`config.mk`:
```
export PLATFORM = sky130hd
export DESIGN_NAME = dsp_pointer_address_gen
export DESIGN_NICKNAME = d
export VERILOG_FILES = /design/src/hdl/dsp_agu_pkg.sv /design/src/hdl/dsp_pointer_address_gen.sv
export SDC_FILE = /design/constraint.sdc
export NUM_CORES = 1
export LEC_CHECK = 0
export BUFFER_PORTS_ARGS = -buffer_cell sky130_fd_sc_hd__buf_2
export CELL_PAD_IN_SITES_DETAIL_PLACEMENT = 0
export CELL_PAD_IN_SITES_GLOBAL_PLACEMENT = 2
export CORE_ASPECT_RATIO = 1.5
export CORE_UTILIZATION = 39
export DETAILED_ROUTE_END_ITERATION = 16
export PLACE_DENSITY = 0.94
export SKIP_CTS_REPAIR_TIMING = 1
export SLEW_MARGIN = 30
export SYNTH_ARGS = -nofsm -noshare
export SYNTH_HDL_FRONTEND = slang
export SYNTH_SLANG_ARGS = --single-unit
```
`constraint.sdc`:
```
create_clock -name I_CORE_CLK -period 8.2 [get_ports I_CORE_CLK]
set_clock_uncertainty 0.1 [all_clocks]
set_input_delay 1.64 -clock I_CORE_CLK [delete_from_list [all_inputs] [get_ports I_CORE_CLK]]
set_output_delay 1.64 -clock I_CORE_CLK [all_outputs]
set_load 0.005 [all_outputs]
```
`src/hdl/dsp_agu_pkg.sv`:
```
// package: constants for the dsp pointer address generator
package dsp_agu_pkg;
    // apb register byte offsets
    localparam logic [7:0] OFFS_OFFSET_ZERO = 8'h00;
    localparam logic [7:0] OFFS_OFFSET_ONE = 8'h04;
    localparam logic [7:0] OFFS_INDEX_ZERO = 8'h08;
    localparam logic [7:0] OFFS_INDEX_ONE = 8'h0C;
    localparam logic [7:0] OFFS_DATA_PAGE = 8'h20; // four page words up to 0x2C
    localparam logic [7:0] OFFS_PAGE_OVR = 8'h14;
    localparam logic [7:0] OFFS_STATUS = 8'h18;
    // reset values
    localparam logic [15:0] RST_OFFSET = 16'h0000;
    localparam logic [15:0] RST_INDEX = 16'h0000;
    localparam logic [9:0] RST_DATA_PAGE = 10'h000;
    // field positions
    localparam int PAGE_SEL_MSB = 15;
    localparam int PAGE_SEL_LSB = 14;
    localparam int PAGE_OFS_MSB = 13;
    localparam int STORE_FIELD_MSB = 31;
    localparam int STORE_FIELD_LSB = 27;
    // fixed pointer step for word accesses
    localparam logic [15:0] WORD_STEP = 16'h0002;
    // cycles an offset or pointer write blocks following address work
    localparam logic [1:0] INIT_STALL_CYCLES = 2'h1;
    // pointer update modes
    typedef enum logic [4:0] {
        MODE_PLAIN = 5'h01,
        MODE_POST_INC = 5'h02,
        MODE_POST_DEC = 5'h04,
        MODE_OFS_INC = 5'h08,
        MODE_OFS_DEC = 5'h10
    } upd_mode_t;
    // mac unit register codes
    localparam logic [4:0] CODE_STAT_WORD = 5'h00;
    localparam logic [4:0] CODE_ACC_HIGH = 5'h01;
    localparam logic [4:0] CODE_ACC_HIGH_SAT = 5'h02;
    localparam logic [4:0] CODE_ACC_LOW = 5'h04;
    localparam logic [4:0] CODE_CTRL_WORD = 5'h05;
    localparam logic [4:0] CODE_REPEAT_WORD = 5'h06;
endpackage : dsp_agu_pkg

```
`src/hdl/dsp_pointer_address_gen.sv`:
```
// module: dsp pointer address generation datapath with apb registers
`timescale 1ns/1ps
`default_nettype none
module dsp_pointer_address_gen (
    input wire logic I_CORE_CLK,
    input wire logic I_RST_N,
    // apb slave
    input wire logic I_PSEL,
    input wire logic I_PENABLE,
    input wire logic I_PWRITE,
    input wire logic [7:0] I_PADDR,
    input wire logic [31:0] I_PWDATA,
    output logic [31:0] O_PRDATA,
    output logic O_PREADY,
    output logic O_PSLVERR,
    // mac operand request from the core pipeline
    input wire logic I_OP_VALID,
    input wire logic I_OP_PTR_SEL,
    input wire logic I_OP_OFS_SEL,
    input wire logic [4:0] I_OP_MODE,
    input wire logic I_OP_PAR_MOVE,
    input wire logic I_OP_INDIRECT,
    // store instruction word
    input wire logic I_STORE_VALID,
    input wire logic [31:0] I_STORE_INSTR,
    // results
    output logic O_STALL,
    output logic O_ADDR_VALID,
    output logic [15:0] O_LONG_ADDR,
    output logic [23:0] O_PHYS_ADDR,
    output logic [15:0] O_MOVE_ADDR,
    output logic O_STORE_VALID,
    output logic [5:0] O_STORE_REG_SEL,
    output logic O_STORE_ILLEGAL
);

    // ****************************************************************
    // functions
    // ****************************************************************

    // one-hot mac register select, all zero for undefined codes
    // the select bit order is this block's own; the codes are fixed
    function automatic logic [5:0] store_decode(input logic [4:0] code);
        logic [5:0] sel;
        sel = 6'h00;
        if (code == dsp_agu_pkg::CODE_STAT_WORD) begin
            sel = 6'h01;
        end else if (code == dsp_agu_pkg::CODE_ACC_HIGH) begin
            sel = 6'h02;
        end else if (code == dsp_agu_pkg::CODE_ACC_HIGH_SAT) begin
            sel = 6'h04;
        end else if (code == dsp_agu_pkg::CODE_ACC_LOW) begin
            sel = 6'h08;
        end else if (code == dsp_agu_pkg::CODE_CTRL_WORD) begin
            sel = 6'h10;
        end else if (code == dsp_agu_pkg::CODE_REPEAT_WORD) begin
            sel = 6'h20;
        end
        return sel;
    endfunction : store_decode

    // clear bit 0 to keep a word aligned value
    // used on every pointer and offset write, so bit 0 never holds a one
    function automatic logic [15:0] word_align(input logic [15:0] v);
        return {v[15:1], 1'b0};
    endfunction : word_align

    // data page words sit in their own slot, one aligned word each
    // the same test guards the error answer, the write and the read
    function automatic logic page_hit(input logic [7:0] a);
        return (a[7:4] == dsp_agu_pkg::OFFS_DATA_PAGE[7:4]) && (a[1:0] == 2'h0);
    endfunction : page_hit

    // ****************************************************************
    // state
    // ****************************************************************

    // software visible registers, each with its next value beside it
    logic [15:0] offset_reg_zero_reg; // offset register zero
    logic [15:0] offset_reg_zero_next;
    logic [15:0] offset_reg_one_reg; // offset register one
    logic [15:0] offset_reg_one_next;
    logic [15:0] index_pointer_zero_reg; // index pointer zero
    logic [15:0] index_pointer_zero_next;
    logic [15:0] index_pointer_one_reg; // index pointer one
    logic [15:0] index_pointer_one_next;
    logic [9:0] data_page_reg_reg [4]; // four data page registers
    logic [9:0] data_page_reg_next [4];
    logic [2:0] page_ovr_reg; // bit2 enable, bits1:0 forced page select
    logic [2:0] page_ovr_next;
    logic [1:0] stall_cnt_reg; // init stall countdown
    logic [1:0] stall_cnt_next;
    logic [31:0] prdata_reg; // read data, loaded in the setup cycle
    logic [31:0] prdata_next;
    // registered results towards the core pipeline
    logic addr_valid_reg; // operand address strobe
    logic addr_valid_next;
    logic [15:0] long_addr_reg;
    logic [15:0] long_addr_next;
    logic [23:0] phys_addr_reg;
    logic [23:0] phys_addr_next;
    logic [15:0] move_addr_reg;
    logic [15:0] move_addr_next;
    // store decode results
    logic store_valid_reg; // decoded store strobe
    logic store_valid_next;
    logic [5:0] store_sel_reg;
    logic [5:0] store_sel_next;
    logic store_ill_reg;
    logic store_ill_next;

    // ****************************************************************
    // apb decode and bus signals
    // ****************************************************************

    // bus phase decode; the slave never inserts a wait state
    logic apb_access; // access phase
    logic apb_wr; // write takes effect
    logic apb_rd; // read seen in its setup cycle
    logic mapped; // address hits a register
    logic [15:0] wdata16;
    logic op_take; // operand accepted this cycle

    always_comb begin
        apb_access = I_PSEL && I_PENABLE;
        apb_wr = apb_access && I_PWRITE;
        // a read is looked up one edge early so that its data leaves a flip-flop
        apb_rd = I_PSEL && !I_PENABLE && !I_PWRITE;
        wdata16 = I_PWDATA[15:0];
        // address decode: only real registers answer without error
        if (I_PADDR == dsp_agu_pkg::OFFS_OFFSET_ZERO) begin
            mapped = 1'b1; // offset register zero
        end else if (I_PADDR == dsp_agu_pkg::OFFS_OFFSET_ONE) begin
            mapped = 1'b1; // offset register one
        end else if (I_PADDR == dsp_agu_pkg::OFFS_INDEX_ZERO) begin
            mapped = 1'b1; // index pointer zero
        end else if (I_PADDR == dsp_agu_pkg::OFFS_INDEX_ONE) begin
            mapped = 1'b1; // index pointer one
        end else if (I_PADDR == dsp_agu_pkg::OFFS_PAGE_OVR) begin
            mapped = 1'b1; // page override control
        end else if (I_PADDR == dsp_agu_pkg::OFFS_STATUS) begin
            mapped = 1'b1; // read-only stall status
        end else if (page_hit(I_PADDR)) begin
            mapped = 1'b1; // four data page words
        end else begin
            mapped = 1'b0; // hole in the map
        end
        // stall also blocks a new operand during init
        op_take = I_OP_VALID && I_OP_INDIRECT && (stall_cnt_reg == 2'h0);
    end

    // ****************************************************************
    // register file and pointer update
    // ****************************************************************

    // operand path working values, all settled within one cycle
    logic [15:0] ptr; // selected pointer
    logic [15:0] ofs; // paired offset
    logic [15:0] step; // step for this mode
    logic [15:0] ptr_upd; // written back pointer
    logic [15:0] mv; // intermediate move address
    logic [1:0] page_sel; // data page in use

    always_comb begin
        offset_reg_zero_next = offset_reg_zero_reg;
        offset_reg_one_next = offset_reg_one_reg;
        index_pointer_zero_next = index_pointer_zero_reg;
        index_pointer_one_next = index_pointer_one_reg;
        for (int i = 0; i < 4; i++) begin
            data_page_reg_next[i] = data_page_reg_reg[i];
        end
        page_ovr_next = page_ovr_reg;
        // stall count runs down to zero and rests there
        stall_cnt_next = (stall_cnt_reg != 2'h0) ? stall_cnt_reg - 2'h1 : 2'h0;
        prdata_next = prdata_reg;
        // operand path: pick pointer and offset, then work out both addresses
        // every step and offset is even, so word alignment only guards wrap
        ptr = I_OP_PTR_SEL ? index_pointer_one_reg : index_pointer_zero_reg;
        ofs = I_OP_OFS_SEL ? offset_reg_one_reg : offset_reg_zero_reg;
        step = 16'h0000;
        ptr_upd = ptr;
        mv = ptr;
        // one-hot mode; an unknown code behaves as plain addressing
        case (I_OP_MODE)
            dsp_agu_pkg::MODE_POST_INC: begin
                step = dsp_agu_pkg::WORD_STEP;
                ptr_upd = ptr + step;
                mv = ptr - step;
            end
            dsp_agu_pkg::MODE_POST_DEC: begin
                step = dsp_agu_pkg::WORD_STEP;
                ptr_upd = ptr - step;
                mv = ptr + step;
            end
            dsp_agu_pkg::MODE_OFS_INC: begin
                ptr_upd = ptr + ofs;
                mv = ptr - ofs;
            end
            dsp_agu_pkg::MODE_OFS_DEC: begin
                ptr_upd = ptr - ofs;
                mv = ptr + ofs;
            end
            default: begin
                ptr_upd = ptr; // plain mode, no update
            end
        endcase
        ptr_upd = word_align(ptr_upd);
        // an override in force replaces the page picked by the pointer top bits
        page_sel = page_ovr_reg[2] ? page_ovr_reg[1:0] : ptr[15:14];
        // own adder, independent of the gpr unit
        // only a taken operand writes its pointer back
        if (op_take) begin
            if (I_OP_PTR_SEL) begin
                index_pointer_one_next = ptr_upd;
            end else begin
                index_pointer_zero_next = ptr_upd;
            end
        end
        // apb writes override a same cycle pointer update, so software wins
        // offset and pointer writes raise a short stall before the next operand
        if (apb_wr) begin
            if (I_PADDR == dsp_agu_pkg::OFFS_OFFSET_ZERO) begin
                offset_reg_zero_next = word_align(wdata16);
                stall_cnt_next = dsp_agu_pkg::INIT_STALL_CYCLES;
            end else if (I_PADDR == dsp_agu_pkg::OFFS_OFFSET_ONE) begin
                offset_reg_one_next = word_align(wdata16);
                stall_cnt_next = dsp_agu_pkg::INIT_STALL_CYCLES;
            end else if (I_PADDR == dsp_agu_pkg::OFFS_INDEX_ZERO) begin
                index_pointer_zero_next = word_align(wdata16);
                stall_cnt_next = dsp_agu_pkg::INIT_STALL_CYCLES;
            end else if (I_PADDR == dsp_agu_pkg::OFFS_INDEX_ONE) begin
                index_pointer_one_next = word_align(wdata16);
                stall_cnt_next = dsp_agu_pkg::INIT_STALL_CYCLES;
            end else if (I_PADDR == dsp_agu_pkg::OFFS_PAGE_OVR) begin
                page_ovr_next = I_PWDATA[2:0];
            end else if (page_hit(I_PADDR)) begin
                data_page_reg_next[I_PADDR[3:2]] = I_PWDATA[9:0]; // one of four pages
            end
        end
        // apb read data, looked up in the setup cycle
        // an operand update on that very edge is not seen by this read
        if (apb_rd) begin
            if (I_PADDR == dsp_agu_pkg::OFFS_OFFSET_ZERO) begin
                prdata_next = {16'h0000, offset_reg_zero_reg};
            end else if (I_PADDR == dsp_agu_pkg::OFFS_OFFSET_ONE) begin
                prdata_next = {16'h0000, offset_reg_one_reg};
            end else if (I_PADDR == dsp_agu_pkg::OFFS_INDEX_ZERO) begin
                prdata_next = {16'h0000, index_pointer_zero_reg};
            end else if (I_PADDR == dsp_agu_pkg::OFFS_INDEX_ONE) begin
                prdata_next = {16'h0000, index_pointer_one_reg};
            end else if (I_PADDR == dsp_agu_pkg::OFFS_PAGE_OVR) begin
                prdata_next = {29'h00000000, page_ovr_reg};
            end else if (I_PADDR == dsp_agu_pkg::OFFS_STATUS) begin
                prdata_next = {30'h00000000, stall_cnt_reg};
            end else if (page_hit(I_PADDR)) begin
                prdata_next = {22'h000000, data_page_reg_reg[I_PADDR[3:2]]};
            end else begin
                prdata_next = 32'h00000000;
            end
        end
        // address outputs, registered one edge after the operand is taken
        // long and physical addresses use the pointer before its update
        addr_valid_next = op_take;
        long_addr_next = op_take ? ptr : long_addr_reg;
        phys_addr_next = op_take ? {data_page_reg_reg[page_sel], ptr[13:0]}
                                 : phys_addr_reg;
        move_addr_next = (op_take && I_OP_PAR_MOVE) ? word_align(mv)
                                                    : move_addr_reg;
        // store decode, one edge behind the instruction word
        // codes with no register raise the illegal flag instead
        store_valid_next = I_STORE_VALID;
        store_sel_next = I_STORE_VALID ? store_decode(
            I_STORE_INSTR[dsp_agu_pkg::STORE_FIELD_MSB:dsp_agu_pkg::STORE_FIELD_LSB])
            : 6'h00;
        store_ill_next = I_STORE_VALID && (store_sel_next == 6'h00);
    end

    // ****************************************************************
    // registers
    // ****************************************************************

    // all state registered here
    // reset loads constants only, so the reset branch stays free of logic
    always_ff @(posedge I_CORE_CLK or negedge I_RST_N) begin
        if (!I_RST_N) begin
            offset_reg_zero_reg <= dsp_agu_pkg::RST_OFFSET;
            offset_reg_one_reg <= dsp_agu_pkg::RST_OFFSET;
            index_pointer_zero_reg <= dsp_agu_pkg::RST_INDEX;
            index_pointer_one_reg <= dsp_agu_pkg::RST_INDEX;
            for (int i = 0; i < 4; i++) begin
                data_page_reg_reg[i] <= dsp_agu_pkg::RST_DATA_PAGE;
            end
            page_ovr_reg <= 3'h0;
            stall_cnt_reg <= 2'h0;
            prdata_reg <= 32'h00000000;
            addr_valid_reg <= 1'b0;
            long_addr_reg <= 16'h0000;
            phys_addr_reg <= 24'h000000;
            move_addr_reg <= 16'h0000;
            store_valid_reg <= 1'b0;
            store_sel_reg <= 6'h00;
            store_ill_reg <= 1'b0;
        end else begin
            // load every next value on each edge
            offset_reg_zero_reg <= offset_reg_zero_next;
            offset_reg_one_reg <= offset_reg_one_next;
            index_pointer_zero_reg <= index_pointer_zero_next;
            index_pointer_one_reg <= index_pointer_one_next;
            for (int i = 0; i < 4; i++) begin
                data_page_reg_reg[i] <= data_page_reg_next[i];
            end
            page_ovr_reg <= page_ovr_next;
            stall_cnt_reg <= stall_cnt_next;
            prdata_reg <= prdata_next;
            addr_valid_reg <= addr_valid_next;
            long_addr_reg <= long_addr_next;
            phys_addr_reg <= phys_addr_next;
            move_addr_reg <= move_addr_next;
            store_valid_reg <= store_valid_next;
            store_sel_reg <= store_sel_next;
            store_ill_reg <= store_ill_next;
        end
    end

    // ****************************************************************
    // outputs
    // ****************************************************************

    // apb answers in the first access cycle, so no wait state is ever inserted
    // read data was captured at the setup edge and stands through the access cycle
    // holes in the map answer with an error and read as zero, leaving every other register alone
    always_comb begin
        O_PREADY = 1'b1; // zero wait states
        O_PSLVERR = apb_access && !mapped; // unmapped address
        O_PRDATA = prdata_reg; // registered read data
        O_STALL = stall_cnt_reg != 2'h0;
        O_ADDR_VALID = addr_valid_reg;
        O_LONG_ADDR = long_addr_reg;
        O_PHYS_ADDR = phys_addr_reg;
        O_MOVE_ADDR = move_addr_reg;
        O_STORE_VALID = store_valid_reg;
        O_STORE_REG_SEL = store_sel_reg;
        O_STORE_ILLEGAL = store_ill_reg;
    end

endmodule : dsp_pointer_address_gen
`default_nettype wire

```
After elaboration in Yosys (flattened, before gate mapping) --
Index checks and enable logic that the tools add are counted.
Word-level totals: input port bits 88, register bits 203
Operators by class: $add $sub $neg 5, $lt $le $gt $ge 3, equality and inequality tests 15, reduce and logical (&&, ||, !) cells 24, mux-type cells 54, bitwise operators 7
Operator list (count):
- $mux W16 | 19
- $pmux W16 S4 | 2
- $mux W10 | 8
- $mux W6 | 7
- $bmux W10 S2 | 2
- $bwmux W40 | 1
- $demux W10 S2 | 1
- $eq A5 B3 Y1 const B | 4
- $add A16 B16 Y16 | 1
- $add A16 B2 Y16 const B | 1
- $eq A8 B4 Y1 const B | 2
- $eq A8 B5 Y1 const B | 2
- $sub A16 B16 Y16 | 1
- $sub A16 B2 Y16 const B | 1
- $mux W2 | 7
- $logic_and A1 B1 Y1 | 11
- $eq A5 B2 Y1 const B | 2
- $eq A8 B3 Y1 const B | 1
- $logic_not A8 Y1 | 1
- $mux W1 | 7
- $reduce_and A7 Y1 | 1
- $ge A3 B3 Y1 const B | 2
- $logic_not A6 Y1 | 1
- $not A2 Y3 | 2
- 14 further kinds | 21

Depth between registers and ports, before layout --
depth after elaboration 11, mapped depth 15, mapped depth without buffers 13

Worst setup path before layout --
OpenSTA, ideal clock, no wires.
kind input to register, from in I_OP_PTR_SEL, to reg move_addr_reg[14], in the netlist O_MOVE_ADDR[14], stages 15, slack 3227 ps, path buffers 4, arrival time 4738 ps, library setup time 135 ps, cells stage by stage buf_6 > buf_6 > buf_2 > mux2i_1 > inv_1 > ha_1 > clkbuf_1 > nor2_1 > a2bb2oi_1 > nand2_1 > a2111oi_0 > o41ai_1 > xnor2_1 > a221oi_1 > a21oi_1
On the way: word-level cells in the longest chain between the ends 3, elaborated cells between the ends (all ways) 6, those cells by class 4 x add/sub; 2 x mux
RTL lines:
- start: declaration | RTL line dsp_pointer_address_gen.sv:18 | input wire logic I_OP_PTR_SEL,
- $mux W16 * | RTL line dsp_pointer_address_gen.sv:178 | ptr = I_OP_PTR_SEL ? index_pointer_one_reg : index_pointer_zero_reg;
- via ptr[5] | RTL line dsp_pointer_address_gen.sv:157 | logic [15:0] ptr;
- $add A16 B16 Y16 (tied with other cells) | RTL line dsp_pointer_address_gen.sv:201 | mv = ptr + ofs;
- $pmux W16 S4 * | RTL line dsp_pointer_address_gen.sv:184 | case (I_OP_MODE)
- end signal: assignment | RTL line dsp_pointer_address_gen.sv:318 | move_addr_reg <= move_addr_next;
- end: declaration | RTL line dsp_pointer_address_gen.sv:102 | logic [15:0] move_addr_reg;
Mark *: on every way through the listed nets, which the timed path passes. The rest lies on a longest branch. A chain may end at the register's enable or synchronous reset.

Worst setup path after layout --
Ends and elaborated chain as after synthesis.

==> report_table.html <==
<table>
<tr><th>Metric</th><th>Value</th></tr>
<tr><th colspan="2">Die</th></tr>
<tr><td>Die ar.</td><td>30400 µm²</td></tr>
<tr><td>Die Y-Extent</td><td>213 µm</td></tr>
<tr><td>Starting utilization of the core area</td><td>40.0%</td></tr>
<tr><td>Total I/O pin count</td><td>188</td></tr>
<tr><td>Core Area</td><td>28900 µm²</td></tr>
<tr><td>Die outline width</td><td>143 µm</td></tr>
<tr><td>Placement Rows</td><td>76</td></tr>
<tr><th colspan="2">Placement</th></tr>
<tr><td>DPL Wire Length</td><td>25200 µm</td></tr>
<tr><td>Final estimated routing congestion in global placement</td><td>0.911</td></tr>
<tr><td>Instance count after placement with tap cells included</td><td>1602</td></tr>
<tr><td>Number of buffers inserted by port buffering</td><td>126</td></tr>
<tr><th colspan="2">Worst hold path</th></tr>
<tr><td>Type of the most critical hold path</td><td>reg -&gt; reg</td></tr>
<tr><th colspan="2">Synth</th></tr>
<tr><td>Cells after Synth</td><td>1161</td></tr>
<tr><td>Seq/Total Area, Yosys</td><td>37.4%</td></tr>
<tr><td>Proportion of synthesized flip-flops having asynchronous set or reset</td><td>100%</td></tr>
<tr><td>Mapped Area</td><td>11600 µm²</td></tr>
<tr><td>Ys Warns</td><td>0</td></tr>
<tr><td>Area leader, netlist</td><td>sky130_fd_sc_hd__dfrtp_1</td></tr>
<tr><td>Top_reg_cell synth</td><td>sky130_fd_sc_hd__dfrtp_1</td></tr>
<tr><td>Avg Cell Area, Syn</td><td>9.96 µm²</td></tr>
<tr><td>Number of enable flip-flop cells after synthesis</td><td>0</td></tr>
<tr><td>Flip-flop and latch count after synthesis</td><td>173</td></tr>
<tr><td>Most area-consuming cells after synthesis</td><td>sky130_fd_sc_hd__dfrtp_1 (37%), sky130_fd_sc_hd__mux2_2 (7.4%), sky130_fd_sc_hd__mux4_2 (7.0%)</td></tr>
<tr><td>Share of Yosys cell area claimed by the top area cell type</td><td>37.4%</td></tr>
<tr><td>Unique cell type count in the Yosys netlist</td><td>85</td></tr>
<tr><th colspan="2">Setup path</th></tr>
<tr><td>Required arrival time at the worst endpoint</td><td>8.41 ns</td></tr>
<tr><td>Reg-to-Reg Start</td><td>index_pointer_zero_reg[1]</td></tr>
<tr><td>Setup crit start kind</td><td>input pin</td></tr>
<tr><td>Terminus of the critical flop-to-flop path</td><td>O_MOVE_ADDR[14]</td></tr>
<tr><td>Critical Path Start</td><td>I_OP_PTR_SEL</td></tr>
<tr><td>CP endpoint kind</td><td>register</td></tr>
<tr><td>Reg-to-reg setup timing slack</td><td>4.08 ns</td></tr>
<tr><td>Critical path capture point</td><td>O_MOVE_ADDR[14]</td></tr>
<tr><td>Arrival @ worst endpoint</td><td>5.76 ns</td></tr>
<tr><td>Peak fanout along the critical path</td><td>36</td></tr>
<tr><td>Setup Crit Path Kind</td><td>in -&gt; reg</td></tr>
<tr><td>Length in cells of the worst reg-to-reg path</td><td>11</td></tr>
<tr><th colspan="2">Final layout</th></tr>
<tr><td>Non-filler cells, final</td><td>1633</td></tr>
<tr><td>Total of fill cells in the finished design</td><td>2830</td></tr>
<tr><td>Multi-input gate area</td><td>6610 µm²</td></tr>
<tr><td>Max FFs per register</td><td>40</td></tr>
<tr><td>Seq. cell area</td><td>4330 µm²</td></tr>
<tr><td>Layout overhead on the synthesized area</td><td>11.6%</td></tr>
<tr><td>Ratio of cells with drive above 1 in the final layout</td><td>26.4%</td></tr>
<tr><td>Diode count</td><td>0</td></tr>
<tr><td>Number of nets in the final layout</td><td>1351</td></tr>
<tr><th colspan="2">CTS</th></tr>
<tr><td>Clock Root Buffer</td><td>sky130_fd_sc_hd__clkbuf_16</td></tr>
<tr><td>H-tree depth</td><td>4</td></tr>
<tr><td>TritonCTS clock tree</td><td>done</td></tr>
<tr><td>Clock Tree Buf Depth</td><td>2</td></tr>
<tr><td>Clock edge transition at the registers on the reported setup and hold paths</td><td>0.06 ns</td></tr>
<tr><td>Clock Sinks</td><td>173</td></tr>
<tr><td>Latest clock arrival within the worst-skew pair</td><td>0.45 ns</td></tr>
<tr><td>Total CTS buffers</td><td>17</td></tr>
<tr><th colspan="2">GRT</th></tr>
<tr><td>Met3 track demand over resource in global routing</td><td>3.79%</td></tr>
<tr><td>Gr busiest metal</td><td>met2</td></tr>
<tr><td>First-pass GRT wire length</td><td>53700 µm</td></tr>
<tr><td>Met2 Usage GRT</td><td>40.7%</td></tr>
<tr><td>Total gr overflow</td><td>0</td></tr>
<tr><td>Initial antenna violation count</td><td>1</td></tr>
<tr><td>Largest net degree at the start of global routing</td><td>96</td></tr>
<tr><td>Vias in the first global route</td><td>9436</td></tr>
<tr><td>GR Layer Usage met1</td><td>27.9%</td></tr>
<tr><td>Global Route Usage Sum</td><td>23.5%</td></tr>
<tr><th colspan="2">Detailed routing</th></tr>
<tr><td>Remaining DRCs</td><td>0</td></tr>
<tr><td>Vias after detailed routing</td><td>9657</td></tr>
<tr><td>Total iterations of the first detailed-routing run</td><td>7</td></tr>
<tr><td>Average wire length per cell after detail routing</td><td>21.0 µm</td></tr>
<tr><td>Via-per-instance ratio</td><td>5.91</td></tr>
<tr><td>Aggregate routed wire length</td><td>34300 µm</td></tr>
<tr><td>Number of nets with antenna violations after detailed routing</td><td>0</td></tr>
<tr><td>Starting DRC count in detailed routing</td><td>879</td></tr>
<tr><th colspan="2">Timing</th></tr>
<tr><td>Final Cycle Share</td><td>67.7%</td></tr>
<tr><td>Slew at the pin closest to its max-slew limit</td><td>0.963 ns</td></tr>
<tr><td>Final sum of negative setup slack</td><td>0 ns</td></tr>
<tr><td>Fin crit period</td><td>5.55 ns</td></tr>
<tr><td>Total of endpoints with negative setup slack in the final report</td><td>0</td></tr>
<tr><td>Max-Slew Margin vs Limit</td><td>35.8%</td></tr>
<tr><td>Final worst hold slack</td><td>0.375 ns</td></tr>
<tr><td>Final count of hold timing violations</td><td>0</td></tr>
<tr><td>RSZ-0062 raised after global routing</td><td>false</td></tr>
<tr><td>Max-slew violation count</td><td>0</td></tr>
<tr><td>Maximum clock frequency</td><td>180 MHz</td></tr>
<tr><th colspan="2">Flow run</th></tr>
<tr><td>Number of maximum-capacitance violations</td><td>0</td></tr>
<tr><th colspan="2">Power and ir drop</th></tr>
<tr><td>Power density cells</td><td>236 nW/µm²</td></tr>
<tr><td>Static leakage</td><td>5.82 nW</td></tr>
<tr><td>Worst vdd ir</td><td>161 µV</td></tr>
<tr><th colspan="2">Outcome</th></tr>
<tr><td>Run status</td><td>finished clean</td></tr>
</table>
[final cells by class]
type                            instances  share of cell area, %
Sequential cell                       173                   33.5
Tap cell                              390                   3.78
Inverter                               41                   1.19
Multi-Input combinational cell        856                   51.2
Clock inverter                         10                  0.630
Timing Repair Buffer                  142                   5.97
Clock buffer                           21                   3.65
[cells in the mapped netlist, drive strengths merged, types with 30 or more instances]
library cell and number:
nand2 89, clkbuf 51, dfrtp 173, o21ai 87
mux2 90, inv 41, nor2 88, buf 56
a21oi 69, mux2i 41, ha 30, mux4 36
[per-stage QoR]
| step | power [mW] | util [%] | instance area [µm²] | setup slack, ns |
|---|---|---|---|---|
| global route | 3.23 | 44.6 | 12900 | 2.39 |
| CTS | 3.05 | 44.6 | 12900 | 2.68 |
| finish | 3.04 | 44.6 | 12900 | 2.65 |
| global placement | 2.25 | 42.6 | 12300 | 2.23 |
| floorplan | 1.89 | - | 11600 | 3.23 |
| detailed placement | 2.26 | 42.7 | 12300 | 2.21 |
[worst max-delay path: stages]
cell                        delay (ns)
sky130_fd_sc_hd__buf_2            0.13
sky130_fd_sc_hd__buf_4            0.43
sky130_fd_sc_hd__mux2i_2          0.69
sky130_fd_sc_hd__inv_1            0.15
sky130_fd_sc_hd__ha_1             0.24
sky130_fd_sc_hd__nor2b_1          0.15
sky130_fd_sc_hd__o211ai_1         0.34
sky130_fd_sc_hd__nand2_1          0.15
sky130_fd_sc_hd__a2111oi_0        0.85
sky130_fd_sc_hd__o41ai_1          0.31
sky130_fd_sc_hd__xnor2_1          0.19
sky130_fd_sc_hd__a221oi_1         0.37
sky130_fd_sc_hd__a21oi_1          0.11
[routing by layer]
| layer | routed length [µm] | vias to the layer above |
|---|---|---|
| met2 | 17500 | 378 |
| met5 | 8 | - |
| met3 | 1710 | 62 |
| met4 | 1470 | 2 |
| met1 | 13600 | 4790 |
| li1 | - | 4425 |
[cells by family after synthesis]
logic type	synth area share (%)
flip-flops	37.4
other	0.0650
buffers and inverters	6.22
XOR/XNOR	0.985
adder cells (fa/ha/maj)	3.59
multiplexers	19.7
AO/OA/AOI/OAI	18.0
AND/OR/NAND/NOR	13.9
[cells in the final DEF (no fill, tap or decap), types with 15 or more instances in the layout]
master | Yosys | layout
sky130_fd_sc_hd__a21oi_1 | 68 | 68
sky130_fd_sc_hd__a221oi_1 | 20 | 20
sky130_fd_sc_hd__a31oi_1 | 15 | 15
sky130_fd_sc_hd__and3_1 | 21 | 20
sky130_fd_sc_hd__buf_2 | 14 | 125
sky130_fd_sc_hd__clkbuf_16 | 0 | 17
sky130_fd_sc_hd__conb_1 | 2 | 18
sky130_fd_sc_hd__dfrtp_1 | 173 | 173
sky130_fd_sc_hd__ha_1 | 30 | 30
sky130_fd_sc_hd__inv_1 | 36 | 36
sky130_fd_sc_hd__mux2_2 | 76 | 76
sky130_fd_sc_hd__mux2i_1 | 35 | 35
sky130_fd_sc_hd__mux4_2 | 36 | 36
sky130_fd_sc_hd__nand2_1 | 89 | 89
sky130_fd_sc_hd__nand3_1 | 19 | 19
sky130_fd_sc_hd__nor2_1 | 87 | 81
sky130_fd_sc_hd__nor3_1 | 19 | 19
sky130_fd_sc_hd__o21ai_0 | 58 | 58
sky130_fd_sc_hd__o21ai_1 | 29 | 29
sky130_fd_sc_hd__o22ai_1 | 17 | 17
sky130_fd_sc_hd__or3_1 | 15 | 15
[how the worst min path moves through the flow]
stage,cells past startpoint,from,endpoint,slack (ns)
2_1_floorplan,1,stall_cnt_reg[0],stall_cnt_reg[0],0.36
3_3_place_gp,2,O_PRDATA[11],O_PRDATA[11],0.36
3_5_place_dp,2,O_PRDATA[11],O_PRDATA[11],0.36
4_1_cts,2,O_PRDATA[11],O_PRDATA[11],0.38
5_1_grt,2,O_PRDATA[15],O_PRDATA[15],0.40
6_report,2,O_PRDATA[11],O_PRDATA[11],0.37
[power breakdown]
group	internal, mW	switching [mW]
clock	0.414	0.367
sequential	0.970	0.121
combinational	0.465	0.707
total	1.85	1.19
Power figures use the tool's default switching activity.
